File: src/rtl/gpc_defs.svh
// Register offsets, field positions and reset values for the pin-change GPIO port.
// Included by the port and pin-driver design files of the block; holds definitions only.
`ifndef GPC_DEFS_SVH
`define GPC_DEFS_SVH

`define GPC_ADDR_W 6
`define GPC_OFF_PIN_IN 6'h00
`define GPC_OFF_DIR 6'h01
`define GPC_OFF_OUT_VAL 6'h02
`define GPC_OFF_PULLUP 6'h03
`define GPC_OFF_CPU_CTRL 6'h04
`define GPC_OFF_PORT_CTRL 6'h05
`define GPC_OFF_PC_CTRL 6'h06
`define GPC_OFF_PC_FLAG 6'h07
`define GPC_OFF_PC_MASK 6'h10
`define GPC_BIT_PUD 4
`define GPC_BIT_BBM 0
`define GPC_BIT_PCIE 0
`define GPC_BIT_PCIF 0
`define GPC_RST_BYTE 8'h00
`define GPC_RST_NIB 4'h0

`endif

File: src/rtl/gpc_pkg.sv
// Types shared by the pin-change GPIO port.
// No assumptions beyond a SystemVerilog compiler.
package gpc_pkg;
    typedef enum logic [2:0] {
        GPC_FLAG_IDLE = 3'b001,
        GPC_FLAG_SET = 3'b010,
        GPC_FLAG_ACK = 3'b100
    } gpc_flag_state_t;
endpackage

File: src/rtl/gpc_port.sv
// Four-pin GPIO port with pin-change interrupt flag, mask and enable.
// Assumes a simple single-cycle I/O register port from the core.
// What this block does
// - Enabled pin change sets the flag
// - Flag with both enables requests the vector
// - Flag clears on entry or write one
// - Mask at 0x10, reset zero, bits 3:0
// - Masked-off pins never raise the flag
// - Bit set/clear touches only that bit
// - Four addresses per port, pin-in read-only
// - Writing one to pin-in toggles output
// - Global disable kills all pull-ups
// - Direction one output, zero input
// - Input: hi-Z or pull-up per enable
// - Output drives value; pull-up may add
// - Reset tri-states pins without clock
// - In-to-out waits one tri-state cycle
// - Break-before-make is one port bit
// - Out-to-in has no tri-state gap
// - Alternate functions leave other pins usable
// - Both enables arm masked pins' interrupt
// - Change detection works without I/O clock
// - Inputs pass a two-stage synchroniser
`include "gpc_defs.svh"
module gpc_port #(
    parameter int PINS = 4 // Pins in the port
) (
    input wire logic clock_i, // System clock, 125 MHz
    input wire logic reset_i, // Synchronous reset, active high
    input wire logic [`GPC_ADDR_W-1:0] io_addr_i, // I/O register address
    input wire logic io_wr_i, // Write strobe
    input wire logic [7:0] io_wdata_i, // Write data
    input wire logic io_bit_op_i, // Single-bit set/clear access
    input wire logic [2:0] io_bit_sel_i, // Bit for bit access
    input wire logic io_bit_val_i, // Value for bit access
    output logic [7:0] io_rdata_o, // Read data, combinational on address
    input wire logic global_irq_en_i, // Core interrupt enable bit
    input wire logic irq_ack_i, // Core enters pin-change routine
    output logic irq_req_o, // Pin-change vector request
    output logic wake_o, // Asynchronous wake on masked change
    input wire logic [PINS-1:0] alt_pin_en_i, // Alternate function owns pin
    input wire logic [PINS-1:0] alt_oe_i, // Alternate output enable
    input wire logic [PINS-1:0] alt_out_i, // Alternate output value
    input wire logic [PINS-1:0] pin_i, // Pad input level
    output logic [PINS-1:0] pin_o, // Pad output level
    output logic [PINS-1:0] pin_oe_o, // Pad output enable
    output logic [PINS-1:0] pullup_o, // Pad pull-up enable
    output logic [PINS-1:0] pin_sync_o // Synchronised pin levels
);
    logic [PINS-1:0] dir_reg, dir_next;
    logic [PINS-1:0] out_value_reg, out_value_next;
    logic [PINS-1:0] pullup_en_reg, pullup_en_next;
    logic [PINS-1:0] mask_reg, mask_next;
    logic [PINS-1:0] prev_reg, prev_next;
    logic pud_reg, pud_next;
    logic bbm_reg, bbm_next;
    logic pcie_reg, pcie_next;
    gpc_pkg::gpc_flag_state_t flag_state_reg, flag_state_next;
    logic [PINS-1:0] synced;
    logic [PINS-1:0] gpio_out, gpio_oe;
    logic [7:0] wr_byte;
    logic [7:0] cur_byte;
    logic change;
    logic flag;

    genvar g;
    generate
        for (g = 0; g < PINS; g++) begin : g_pin
            gpc_pin_sync u_sync (
                .clock_i(clock_i),
                .reset_i(reset_i),
                .pin_i(pin_i[g]),
                .sync_o(synced[g])
            );
            gpc_pin_drive u_drive (
                .clock_i(clock_i),
                .reset_i(reset_i),
                .dir_bit_i(dir_reg[g]),
                .out_value_bit_i(out_value_reg[g]),
                .pullup_en_bit_i(pullup_en_reg[g]),
                .global_pullup_disable_i(pud_reg),
                .break_before_make_en_i(bbm_reg),
                .pin_o(gpio_out[g]),
                .pin_oe_o(gpio_oe[g]),
                .pullup_o(pullup_o[g])
            );
        end
    endgenerate

    // Per-pin override only; other pins keep their own controls
    always_comb begin
        for (int i = 0; i < PINS; i++) begin
            pin_o[i] = alt_pin_en_i[i] ? alt_out_i[i] : gpio_out[i];
            pin_oe_o[i] = alt_pin_en_i[i] ? (alt_oe_i[i] && !reset_i) : gpio_oe[i];
        end
    end
    assign pin_sync_o = synced;

    // Current value of the addressed register, for bit access merge
    always_comb begin
        cur_byte = `GPC_RST_BYTE;
        case (io_addr_i)
            `GPC_OFF_DIR: cur_byte[PINS-1:0] = dir_reg;
            `GPC_OFF_OUT_VAL: cur_byte[PINS-1:0] = out_value_reg;
            `GPC_OFF_PULLUP: cur_byte[PINS-1:0] = pullup_en_reg;
            `GPC_OFF_CPU_CTRL: cur_byte[`GPC_BIT_PUD] = pud_reg;
            `GPC_OFF_PORT_CTRL: cur_byte[`GPC_BIT_BBM] = bbm_reg;
            `GPC_OFF_PC_CTRL: cur_byte[`GPC_BIT_PCIE] = pcie_reg;
            `GPC_OFF_PC_MASK: cur_byte[PINS-1:0] = mask_reg;
            default: cur_byte = `GPC_RST_BYTE;
        endcase
    end

    // Bit ops merge one bit into the current value, sparing its neighbours
    always_comb begin
        wr_byte = io_wdata_i;
        if (io_bit_op_i) begin
            wr_byte = cur_byte;
            wr_byte[io_bit_sel_i] = io_bit_val_i;
            // Write-one toggle/clear locations act on the single bit only
            if (io_addr_i == `GPC_OFF_PIN_IN || io_addr_i == `GPC_OFF_PC_FLAG) begin
                wr_byte = `GPC_RST_BYTE;
                wr_byte[io_bit_sel_i] = io_bit_val_i;
            end
        end
    end

    always_comb begin
        io_rdata_o = cur_byte;
        if (io_addr_i == `GPC_OFF_PIN_IN) begin
            io_rdata_o[PINS-1:0] = synced;
        end
        if (io_addr_i == `GPC_OFF_PC_FLAG) begin
            io_rdata_o[`GPC_BIT_PCIF] = flag;
        end
    end

    // Register writes; pin-in writes toggle output instead of storing
    always_comb begin
        dir_next = dir_reg;
        out_value_next = out_value_reg;
        pullup_en_next = pullup_en_reg;
        mask_next = mask_reg;
        pud_next = pud_reg;
        bbm_next = bbm_reg;
        pcie_next = pcie_reg;
        if (io_wr_i) begin
            case (io_addr_i)
                `GPC_OFF_PIN_IN: out_value_next = out_value_reg ^ wr_byte[PINS-1:0];
                `GPC_OFF_DIR: dir_next = wr_byte[PINS-1:0];
                `GPC_OFF_OUT_VAL: out_value_next = wr_byte[PINS-1:0];
                `GPC_OFF_PULLUP: pullup_en_next = wr_byte[PINS-1:0];
                `GPC_OFF_CPU_CTRL: pud_next = wr_byte[`GPC_BIT_PUD];
                `GPC_OFF_PORT_CTRL: bbm_next = wr_byte[`GPC_BIT_BBM];
                `GPC_OFF_PC_CTRL: pcie_next = wr_byte[`GPC_BIT_PCIE];
                `GPC_OFF_PC_MASK: mask_next = wr_byte[PINS-1:0];
                default: ;
            endcase
        end
    end

    // Change on an unmasked pin in synchronised domain
    always_comb begin
        prev_next = synced;
        change = |((synced ^ prev_reg) & mask_reg);
    end
    // Raw-pin comparison needs no clock; lets sleep logic wake the core
    assign wake_o = |((pin_i ^ prev_reg) & mask_reg) && pcie_reg;

    // Flag keeper: set wins over ack or write-one clear
    logic clr;
    assign clr = irq_ack_i || (io_wr_i && io_addr_i == `GPC_OFF_PC_FLAG && wr_byte[`GPC_BIT_PCIF]);
    always_comb begin
        flag_state_next = flag_state_reg;
        case (flag_state_reg)
            gpc_pkg::GPC_FLAG_IDLE: begin
                if (change) begin
                    flag_state_next = gpc_pkg::GPC_FLAG_SET;
                end
            end
            gpc_pkg::GPC_FLAG_SET: begin
                if (clr && !change) begin
                    flag_state_next = gpc_pkg::GPC_FLAG_ACK;
                end
            end
            gpc_pkg::GPC_FLAG_ACK: begin
                flag_state_next = change ? gpc_pkg::GPC_FLAG_SET : gpc_pkg::GPC_FLAG_IDLE;
            end
            default: flag_state_next = gpc_pkg::GPC_FLAG_IDLE;
        endcase
    end
    assign flag = (flag_state_reg == gpc_pkg::GPC_FLAG_SET);
    assign irq_req_o = flag && pcie_reg && global_irq_en_i;

    always_ff @(posedge clock_i) begin
        if (reset_i) begin
            dir_reg <= PINS'(`GPC_RST_NIB);
            out_value_reg <= PINS'(`GPC_RST_NIB);
            pullup_en_reg <= PINS'(`GPC_RST_NIB);
            mask_reg <= PINS'(`GPC_RST_NIB);
            prev_reg <= PINS'(`GPC_RST_NIB);
            pud_reg <= 1'b0;
            bbm_reg <= 1'b0;
            pcie_reg <= 1'b0;
            flag_state_reg <= gpc_pkg::GPC_FLAG_IDLE;
        end else begin
            dir_reg <= dir_next;
            out_value_reg <= out_value_next;
            pullup_en_reg <= pullup_en_next;
            mask_reg <= mask_next;
            prev_reg <= prev_next;
            pud_reg <= pud_next;
            bbm_reg <= bbm_next;
            pcie_reg <= pcie_next;
            flag_state_reg <= flag_state_next;
        end
    end
endmodule // gpc_port

File: src/rtl/gpc_pin_sync.sv
// Two-stage input synchroniser for one port pin.
// Assumes the pin level is free-running and asynchronous to clock_i.
module gpc_pin_sync (
    input wire logic clock_i, // System clock
    input wire logic reset_i, // Synchronous reset, active high
    input wire logic pin_i, // Raw pin level
    output logic sync_o // Synchronised level
);
    logic meta_reg;
    logic meta_next;
    logic sync_reg;
    logic sync_next;

    always_comb begin
        meta_next = pin_i;
        sync_next = meta_reg;
    end

    always_ff @(posedge clock_i) begin
        if (reset_i) begin
            meta_reg <= 1'b0;
            sync_reg <= 1'b0;
        end else begin
            meta_reg <= meta_next;
            sync_reg <= sync_next;
        end
    end

    assign sync_o = sync_reg;
endmodule // gpc_pin_sync

File: src/rtl/gpc_pin_drive.sv
// Output driver control for one pin: direction, break-before-make, pull-up.
// Assumes reset_i is also usable combinationally to force tri-state.
`include "gpc_defs.svh"
module gpc_pin_drive (
    input wire logic clock_i, // System clock
    input wire logic reset_i, // Synchronous reset, active high
    input wire logic dir_bit_i, // 1 output, 0 input
    input wire logic out_value_bit_i, // Value to drive
    input wire logic pullup_en_bit_i, // Per-pin pull-up enable
    input wire logic global_pullup_disable_i, // Kills every pull-up
    input wire logic break_before_make_en_i, // Port-wide gap on in-to-out
    output logic pin_o, // Driven level
    output logic pin_oe_o, // Output enable, high while driving
    output logic pullup_o // Pull-up active
);
    logic dir_q_reg;
    logic dir_q_next;

    always_comb begin
        dir_q_next = dir_bit_i;
    end

    always_ff @(posedge clock_i) begin
        if (reset_i) begin
            dir_q_reg <= 1'b0;
        end else begin
            dir_q_reg <= dir_q_next;
        end
    end

    // Gap only on a rising direction bit; falling releases at once
    logic gap;
    assign gap = break_before_make_en_i && dir_bit_i && !dir_q_reg;
    // Reset is gated in directly so pins float without waiting for an edge
    assign pin_oe_o = dir_bit_i && !gap && !reset_i;
    assign pin_o = out_value_bit_i;
    assign pullup_o = pullup_en_bit_i && !global_pullup_disable_i && !reset_i;
endmodule // gpc_pin_drive

File: config.mk
export PLATFORM = sky130hd
export DESIGN_NAME = gpc_port
export DESIGN_NICKNAME = d
export VERILOG_FILES = /design/src/rtl/gpc_pkg.sv /design/src/rtl/gpc_port.sv /design/src/rtl/gpc_pin_sync.sv /design/src/rtl/gpc_pin_drive.sv
export VERILOG_INCLUDE_DIRS = /design/src /design/src/rtl
export SDC_FILE = /design/constraint.sdc
export NUM_CORES = 1
export LEC_CHECK = 0
export ABC_AREA = 1
export BUFFER_PORTS_ARGS = -buffer_cell sky130_fd_sc_hd__buf_4
export CAP_MARGIN = 20
export CORE_MARGIN = 2
export CORE_UTILIZATION = 40
export CTS_BUF_LIST = sky130_fd_sc_hd__clkbuf_8 sky130_fd_sc_hd__clkbuf_16
export DETAILED_ROUTE_END_ITERATION = 12
export GPL_TIMING_DRIVEN = 0
export SLEW_MARGIN = 10
export SYNTH_ARGS = -nofsm -noshare
export SYNTH_HDL_FRONTEND = slang
export SYNTH_HIERARCHICAL = 1
export SYNTH_SLANG_ARGS = --single-unit
File: constraint.sdc
create_clock -name clock_i -period 2.8 [get_ports clock_i]
set_input_delay 0.14 -clock clock_i [delete_from_list [all_inputs] [get_ports clock_i]]
set_output_delay 0.14 -clock clock_i [all_outputs]
set_load 0.02 [all_outputs]
==> results of run 1 <==
==> cell usage in the layout, fill, tap and decap left out, types with 11 or more instances in the layout <==
cell     count
a21oi_1     24
buf_4       66
dfxtp_1     38
inv_1       76
nand2_1     36
nand3_1     17
nor2_1      61
nor3_1      11
o21ai_0     28
==> worst max-delay path by stage <==
stage | cells after the start | startpoint | to
CTS | 7 | reset_i | pin_oe_o[0]
finish | 7 | reset_i | pin_oe_o[0]
global placement | 7 | reset_i | pin_oe_o[0]
global route | 7 | reset_i | pin_oe_o[1]
floorplan | 4 | flag_state_reg[1] | io_rdata_o[0]
detailed placement | 7 | reset_i | pin_oe_o[0]
==> power groups by stage <==
| stage | sequential [mW] | combinational (mW) | clock, mW |
|---|---|---|---|
| after floorplan | 0.577 | 0.0980 | 0 |
| after global placement | 0.575 | 0.184 | 0 |
| after detailed placement | 0.576 | 0.186 | 0 |
| after CTS | 0.563 | 0.187 | 0.491 |
| after global routing | 0.565 | 0.207 | 0.513 |
| final | 0.563 | 0.187 | 0.478 |
==> final cells by class <==
class,count,share of cell area
plain buffers,10,0.0225
clock buffers,6,0.0291
clock inverters,1,0.0106
inverters,77,0.102
multi-input cells,219,0.381
flip-flops and latches,38,0.268
well taps,70,0.0308
repair buffers,59,0.156
==> critical path: cells and delay by family <==
kind | cells | cell delay (ps)
buf+inv | 5 | 1230
simple gates | 1 | 130
compound gates | 1 | 80
==> layer usage <==
layer,global-route usage,vias up,wire (um)
met5,0,-,0
met4,0.0684,0,92
met3,0.0419,8,381
met2,0.328,72,2570
met1,0.253,942,2670
li1,-,1202,-
==> per-stage QoR <==
stage | total power [mW] | utilization
3_5_place_dp | 0.762 | 0.524
5_1_grt | 1.29 | 0.546
3_3_place_gp | 0.759 | 0.524
6_report | 1.23 | 0.546
2_1_floorplan | 0.675 | -
4_1_cts | 1.24 | 0.546
==> logic make-up after synthesis <==
kind of cell    Yosys count  share of synthesized area
simple gates            143                      0.291
buf+inv                  87                      0.161
compound gates           66                      0.166
flops                    38                      0.347
mux                       4                     0.0206
xor+xnor                  3                     0.0120
other cells               1                    0.00171
==> results.md, run 1 <==
* Initial Util at 0.421
* Power per cell area at 433 mW/mm^2
* # fillers at 557
* Final worst slack at 1080 ps
* Startpoint types: primary input
* Die Height at 78.0 um
* Post-synth top area share at 0.347
* Clk network pwr share at 0.389
* Depth of the CTS H-tree at 2
* Number of port buffers at 59
* Number of cell rows at 26
* Worst path required time at 2660 ps
* Int Pwr at 0.920 mW
* CP max stage delay at 410 ps
* CTS tree: built
* Top-count cell post-synth: inv_1
* Register share of total power at 0.458
* Root buffer cell: clkbuf_8
* Dpl cell area at 0.00273 sq mm
* Mapped Avg Cell Area at 6.40 sq um
* Grt ovf at 0
* Final setup fails at 0
* WP data arrival at 1580 ps
* CP Class: in -> out
* Slowest CP cell: clkbuf_1
* Post-cts hold buffer count at 0
* Hold Path Class: in -> reg
* Setup Skew at 8.37 ps
* Final hold vios at 0
* RR Endpoint: flag_state_reg[1]
* Area occupied by multi-input gates at 0.00108 sq mm
* Detailed Routing Iterations Pass 1 at 4
* Max Cap Viol at 0
* WHS Endpoint: g_pin[0].u_sync/meta_reg
* FF+latch count, synth at 38
* Nets at 450
* Leak Pwr at 1.35 nW
* CTS Sinks at 38
* Vias at 2224
* Main synth FF type: dfxtp_1
* I/O pins at 66
* Syn-to-layout area delta at 29.7%
* Worst VDD drop at 0.230 mV
* FF+latch area at 761 sq um
* Sw Share at 0.251
* Post-layout instance area at 0.00284 sq mm
* Synth area leaders: dfxtp_1 35%, inv_1 13%, nor2_1 10%
* # diodes at 0
* Maximum fanout along the worst path at 17
* Time the worst path needs with I/O delays and setup at 1720 ps
* Standard cell core area at 0.00520 sq mm
* Post-Synthesis Cell Area at 0.00219 sq mm
* CTS resizes at 0
* Yosys top cell by area: dfxtp_1
* Vias in the first global route at 2043
* Final Cycle Share at 0.613
* Switch Pwr at 0.308 mW
* Status: finished clean
* Share of power burned in combinational logic at 0.153
* Num CTS Buffers at 5
* Max clock buf depth at 2
* Clock latency on the worst-skew pair at 290 ps
* Final ANT Viol Nets at 0
* Worst setup EP type: output pin
* Pins Over Slew Limit at 0
* Global-route wire length before repair at 9.45 mm
* Asr flop ratio synth at 0
* Routed length per placed instance at 11.9 um
* Postcts setup bufs at 0
* Mapped Cells at 342
* DP Worst Slack at 1050 ps
* Reg2reg start: bbm_reg
* RSZ-0062 raised after global routing: false
* Hold WS at 62.9 ps
* Antenna violations before repair at 0
* Chip Width at 78.0 um
* Die ar. at 0.00608 sq mm
* Vias per cell at 4.63
* Worst-path clk slew at 80 ps
* R2R depth at 11
* Largest net degree at the start of global routing at 18
* Crit path cell chain: buf_4, clkbuf_1, inv_1, clkbuf_1, nand3_1, o21ai_0, buf_4
* Hold path depth at 3
* DP Wirelength at 4.44 mm
* FF-to-FF setup slack at 1390 ps
* Fin cells at 480
* Synth cell types at 29
* Iter 0 DRT Violations at 113
* Post-synthesis sequential area ratio at 0.347
* Setup TNS at 0 ps
* Post-synth top cells: 76 x inv_1, 61 x nor2_1, 38 x dfxtp_1
* RD Place Congestion at 0.851
* Synthesis Warnings at 6
* GRT Util Overall at 0.197
* DRT Wirelength at 5.71 mm
* Share of cells above drive strength 1 at 0.224
* Number of synthesized flops with an enable pin at 0
* Placed Cells at 473
* Drt drc at 0
* Max Freq at 582 MHz
* HP Start: pin_i[0]
(Power assumes the default switching activity.)
==> run 2, diff against run 1 <==
==> constraint.sdc (replaced) <==
create_clock -name clock_i -period 1.65 [get_ports clock_i]
set_input_delay 0.0825 -clock clock_i [delete_from_list [all_inputs] [get_ports clock_i]]
set_output_delay 0.0825 -clock clock_i [all_outputs]
set_load 0.02 [all_outputs]
==> results.md, run 2 (synthesized netlist as in run 1, its figures left out) <==
* Antenna violations before repair at 0 (unchanged)
* Worst path required time at 1570 ps (-1090 ps)
* Final worst slack at 208 ps (-875 ps)
* Vias per cell at 4.62 (-0.38%)
* Clock latency on the worst-skew pair at 290 ps (about the same)
* Most frequent cells in the layout: 76 x inv_1, 66 x buf_4, 61 x nor2_1
* Final Cycle Share at 0.874
* Crit path cell chain: nand4_1, nand2_1, nor2_1, nand2_1, nor2_1, o21ai_0, buf_4
* Routed length per placed instance at 11.7 um (-1.8%)
* DP Worst Slack at -14.4 ps (-1070 ps)
* Leak Pwr at 1.35 nW (about the same)
* Number of port buffers at 59 (unchanged)
* Worst Setup SP: bbm_reg
* Hold WS at 6.60 ps (-56.3 ps)
* CTS tree: built
* Most common cell after layout, fill and taps aside: inv_1
* RSZ-0062 raised after global routing: false
* Max Freq at 693 MHz
* CP max stage delay at 450 ps (+40 ps)
* Depth of the CTS H-tree at 2 (unchanged)
* Worst setup EP type: output pin
* Final ANT Viol Nets at 0 (unchanged)
* I/O pins at 66 (unchanged)
* Max clock buf depth at 2 (unchanged)
* Vias at 2211 (-0.58%)
* WP data arrival at 1360 ps (-220 ps)
* Die Height at 78.0 um (unchanged)
* Hold Path Class: in -> reg
* Grt ovf at 0 (unchanged)
* Syn-to-layout area delta at 29.8% (about the same)
* Num CTS Buffers at 5 (unchanged)
* Detailed Routing Iterations Pass 1 at 4 (unchanged)
* Pins Over Slew Limit at 0 (unchanged)
* Worst VDD drop at 0.391 mV (+70%)
* DP Wirelength at 4.44 mm (unchanged)
* Slowest CP cell: dfxtp_1
* Final hold vios at 0 (unchanged)
* # diodes at 0 (unchanged)
* Vias in the first global route at 2043 (unchanged)
* Reg2reg start: bbm_reg
* Status: finished clean
* Maximum fanout along the worst path at 6 (-11)
* Largest net degree at the start of global routing at 18 (unchanged)
* Setup TNS at 0 ps (unchanged)
* CTS Sinks at 38 (unchanged)
* Startpoint types: register
* Time the worst path needs with I/O delays and setup at 1440 ps
* Worst path buffer plus inverter count at 1 (-4)
* RD Place Congestion at 0.851 (unchanged)
* Root buffer cell: clkbuf_8
* HP Start: pin_i[1]
* CP delay by family, top: flip-flops
* Worst-path clk slew at 70 ps (about the same)
* DRT Wirelength at 5.60 mm (-2.0%)
* Max Cap Viol at 0 (unchanged)
* Nets at 449 (-0.22%)
* Share of cells above drive strength 1 at 0.227 (+0.00299)
* Chip Width at 78.0 um (unchanged)
* Standard cell core area at 0.00520 sq mm (unchanged)
* Iter 0 DRT Violations at 109 (-3.5%)
* Post-cts hold buffer count at 0 (unchanged)
* Final setup fails at 0 (unchanged)
* Setup Skew at 5.36 ps (-3.00 ps)
* Total power at 2.08 mW (+69%)
* Initial Util at 0.421 (unchanged)
* CP Class: reg -> out
* Global-route wire length before repair at 9.45 mm (unchanged)
* Number of cell rows at 26 (unchanged)
* Die ar. at 0.00608 sq mm (unchanged)
* Drt drc at 0 (unchanged)
* GRT Util Overall at 0.197 (unchanged)
* Core Util, Final at 0.546 (about the same)
* Power per cell area at 731 mW/mm^2 (+69%)
run 2: cell count changes in the layout (fill, tap and decap cells not counted), sizes merged:
cell / delta
clkbuf: -1
run 2: worst paths after layout:
check / endpoint / cells after the start / slack, ps
max: io_rdata_o[0] / 7 / 210
min: g_pin[1].u_sync/meta_reg / 3 / 7
max reg2reg: out_value_reg[0] / 9 / 250
min reg2reg: g_pin[2].u_sync/sync_o / 2 / 400
run 2: repair_timing:
action                                  4_1_cts  5_1_grt
setup buffers                                 0        0
gates resized for setup                       0        1
endpoints found under the setup margin        0        5
run 2: tightest hold or removal path, stage by stage:
cell	delay (ps)
buf_4	90
inv_1	30
nor2_1	60
run 2: per-stage QoR:
stage               std cells  cell area (sq um)
floorplan                 344               2200
global placement          473               2730
detailed placement        473               2730
CTS                       480               2840
global route              479               2840
finish                    479               2840
run 2: final cells by class:
type                       instances  area (sq um)
multi-input combinational        219          1090
tap                               70          87.6
clock buffer                       6          82.6
inverter                          77           289
sequential                        38           761
clock inverter                     1          30.0
buffer                             9          60.1
fill                             555          2360
timing repair buffer              59           443
run 2: where the power goes:
group / internal (mW) / leakage (nW) / switching, mW / total, mW
registers: 0.941 / 0.308 / 0.0161 / 0.957
clock network: 0.484 / 0.0573 / 0.322 / 0.806
logic: 0.137 / 0.982 / 0.178 / 0.315
total: 1.56 / 1.35 / 0.517 / 2.08
run 2: layer usage:
metal / track usage / part of all wire / vias up
li1: - / - / 1198
met1: 0.253 / 0.47 / 944
met2: 0.328 / 0.46 / 61
met3: 0.0419 / 0.055 / 8
met4: 0.0684 / 0.017 / 0
met5: 0 / 0 / -
==> run 3, diff against run 2 <==
==> constraint.sdc (replaced) <==
create_clock -name clock_i -period 1.39 [get_ports clock_i]
set_input_delay 0.0695 -clock clock_i [delete_from_list [all_inputs] [get_ports clock_i]]
set_output_delay 0.0695 -clock clock_i [all_outputs]
set_load 0.02 [all_outputs]
==> results.md, run 3 (synthesized netlist as in run 1, its figures left out) <==
* Status: finished clean
* Worst VDD drop at 0.463 mV (+19%)
* Initial Util at 0.421 (unchanged)
* Leak Pwr at 1.43 nW (+6.3%)
* # diodes at 0 (unchanged)
* Final hold vios at 0 (unchanged)
* DRT Wirelength at 5.89 mm (+5.3%)
* Max Freq at 739 MHz
* Root buffer cell: clkbuf_8
* Drt drc at 0 (unchanged)
* RSZ-0062 raised after global routing: true
* Share of cells above drive strength 1 at 0.334 (+0.107)
* R2R depth at 9 (unchanged)
* Time the worst path needs with I/O delays and setup at 1350 ps
* Number of port buffers at 59 (unchanged)
* GRT Util Overall at 0.196 (-0.00118)
* Die ar. at 0.00608 sq mm (unchanged)
* Setup Skew at 5.72 ps (+0.351 ps)
* Largest net degree at the start of global routing at 25 (+7)
* Worst-path clk slew at 70 ps (about the same)
* FF-to-FF setup slack at 60 ps (-190 ps)
* Hold Path Class: in -> reg
* RD Place Congestion at 0.851 (unchanged)
* Vias per cell at 4.72 (+2.2%)
* Standard cell core area at 0.00520 sq mm (unchanged)
* Chip Width at 78.0 um (unchanged)
* Pins Over Slew Limit at 0 (unchanged)
* Depth of the CTS H-tree at 2 (unchanged)
* Iter 0 DRT Violations at 117 (+7.3%)
* Grt ovf at 0 (unchanged)
* Startpoint types: register
* Final Cycle Share at 0.974
* CTS tree: built
* Setup TNS at 0 ps (unchanged)
* Global-route wire length before repair at 9.40 mm (-0.52%)
* Worst path required time at 1320 ps (-250 ps)
* Detailed Routing Iterations Pass 1 at 4 (unchanged)
* Power per cell area at 821 mW/mm^2 (+12%)
* Final ANT Viol Nets at 0 (unchanged)
* DP Wirelength at 4.44 mm (unchanged)
* Nets at 462 (+2.9%)
* Antenna violations before repair at 0 (unchanged)
* Reg2reg start: out_value_reg[2]
* Dpl cell area at 0.00273 sq mm (unchanged)
* Vias at 2322 (+5.0%)
* Hold path depth at 3 (unchanged)
* Max clock buf depth at 2 (unchanged)
* Final setup fails at 0 (unchanged)
* Most frequent cells in the layout: 72 x buf_4, 68 x inv_1, 57 x nor2_1
* Clock latency on the worst-skew pair at 290 ps (about the same)
* Most common cell after layout, fill and taps aside: buf_4
* RR Endpoint: mask_reg[2]
* Num CTS Buffers at 5 (unchanged)
* Syn-to-layout area delta at 39.8%
* Maximum fanout along the worst path at 4 (-2)
* WHS Endpoint: pud_reg
* CTS Sinks at 38 (unchanged)
* I/O pins at 66 (unchanged)
* Post-layout instance area at 0.00306 sq mm (+7.7%)
* WP data arrival at 1280 ps (-80 ps)
* Die Height at 78.0 um (unchanged)
* Core Util, Final at 0.588 (+0.0423)
* Number of cell rows at 26 (unchanged)
* Routed length per placed instance at 12.0 um (+2.5%)
* Vias in the first global route at 2044 (+0.049%)
* Worst setup EP type: output pin
* HP Start: io_wdata_i[4]
* Max Cap Viol at 0 (unchanged)
* CP Class: reg -> out
[run 3: worst max path at each step]
stage                           startpoint                 to  slack, ps  depth (start not counted)
floorplan           g_pin[3].u_sync/sync_o  flag_state_reg[2]         80                          8
global placement              io_addr_i[1]   out_value_reg[0]       -250                          7
detailed placement            io_addr_i[5]   out_value_reg[0]       -260                          7
CTS                      flag_state_reg[1]      io_rdata_o[0]          8                          5
global route                       bbm_reg      io_rdata_o[0]        -50                          7
finish                             bbm_reg      io_rdata_o[0]         40                          7
[run 3: layout make-up]
cell class	count	area, sq um
Sequential cell	38	783
Multi-Input combinational cell	220	1180
Fill cell	547	2140
Timing Repair Buffer	71	551
Clock inverter	1	30.0
Clock buffer	6	82.6
Tap cell	70	87.6
Buffer	9	60.1
Inverter	77	292
[run 3: metrics by stage]
stage,setup WS (ps),hold slack (ps),instances,total power [mW]
2_1_floorplan,83.6,141,344,1.36
4_1_cts,8.42,86.6,485,2.51
5_1_grt,-54.7,116,492,2.63
3_5_place_dp,-261,299,473,1.53
3_3_place_gp,-251,294,473,1.53
6_report,36.0,83.5,492,2.51
[run 3: report_power, final]
group	switching [mW]	internal [mW]	total, mW	leakage (nW)
logic	0.227	0.186	0.414	1.06
registers	0.0232	1.12	1.14	0.317
clock network	0.387	0.574	0.962	0.0573
total	0.638	1.88	2.51	1.43
[run 3: per-layer routing]
layer / GRT usage / up-vias / wire length [um]
met3: 0.0419 / 8 / 361
met1: 0.249 / 1017 / 2640
li1: - / 1227 / -
met4: 0.0684 / 0 / 92
met5: 0 / - / 0
met2: 0.328 / 70 / 2800
[run 3: repair_timing]
item / 4_1_cts / 5_1_grt
cloned: 0 / 1
buffers inserted: 2 / 6
setup endpoints to repair: 10 / 17
pin swaps: 2 / 12
hold endpoints to repair: 4 / 0
hold buffers: 4 / 0
resized for setup: 7 / 50
[run 3: worst max-delay path, stage by stage (launching register included)]
cell and delay, ps:
dfxtp_4 360, nand4_1 90, nand2_1 50, nor2_1 80, nand2_1 90, nor2_1 100, o21ai_1 70, buf_4 160
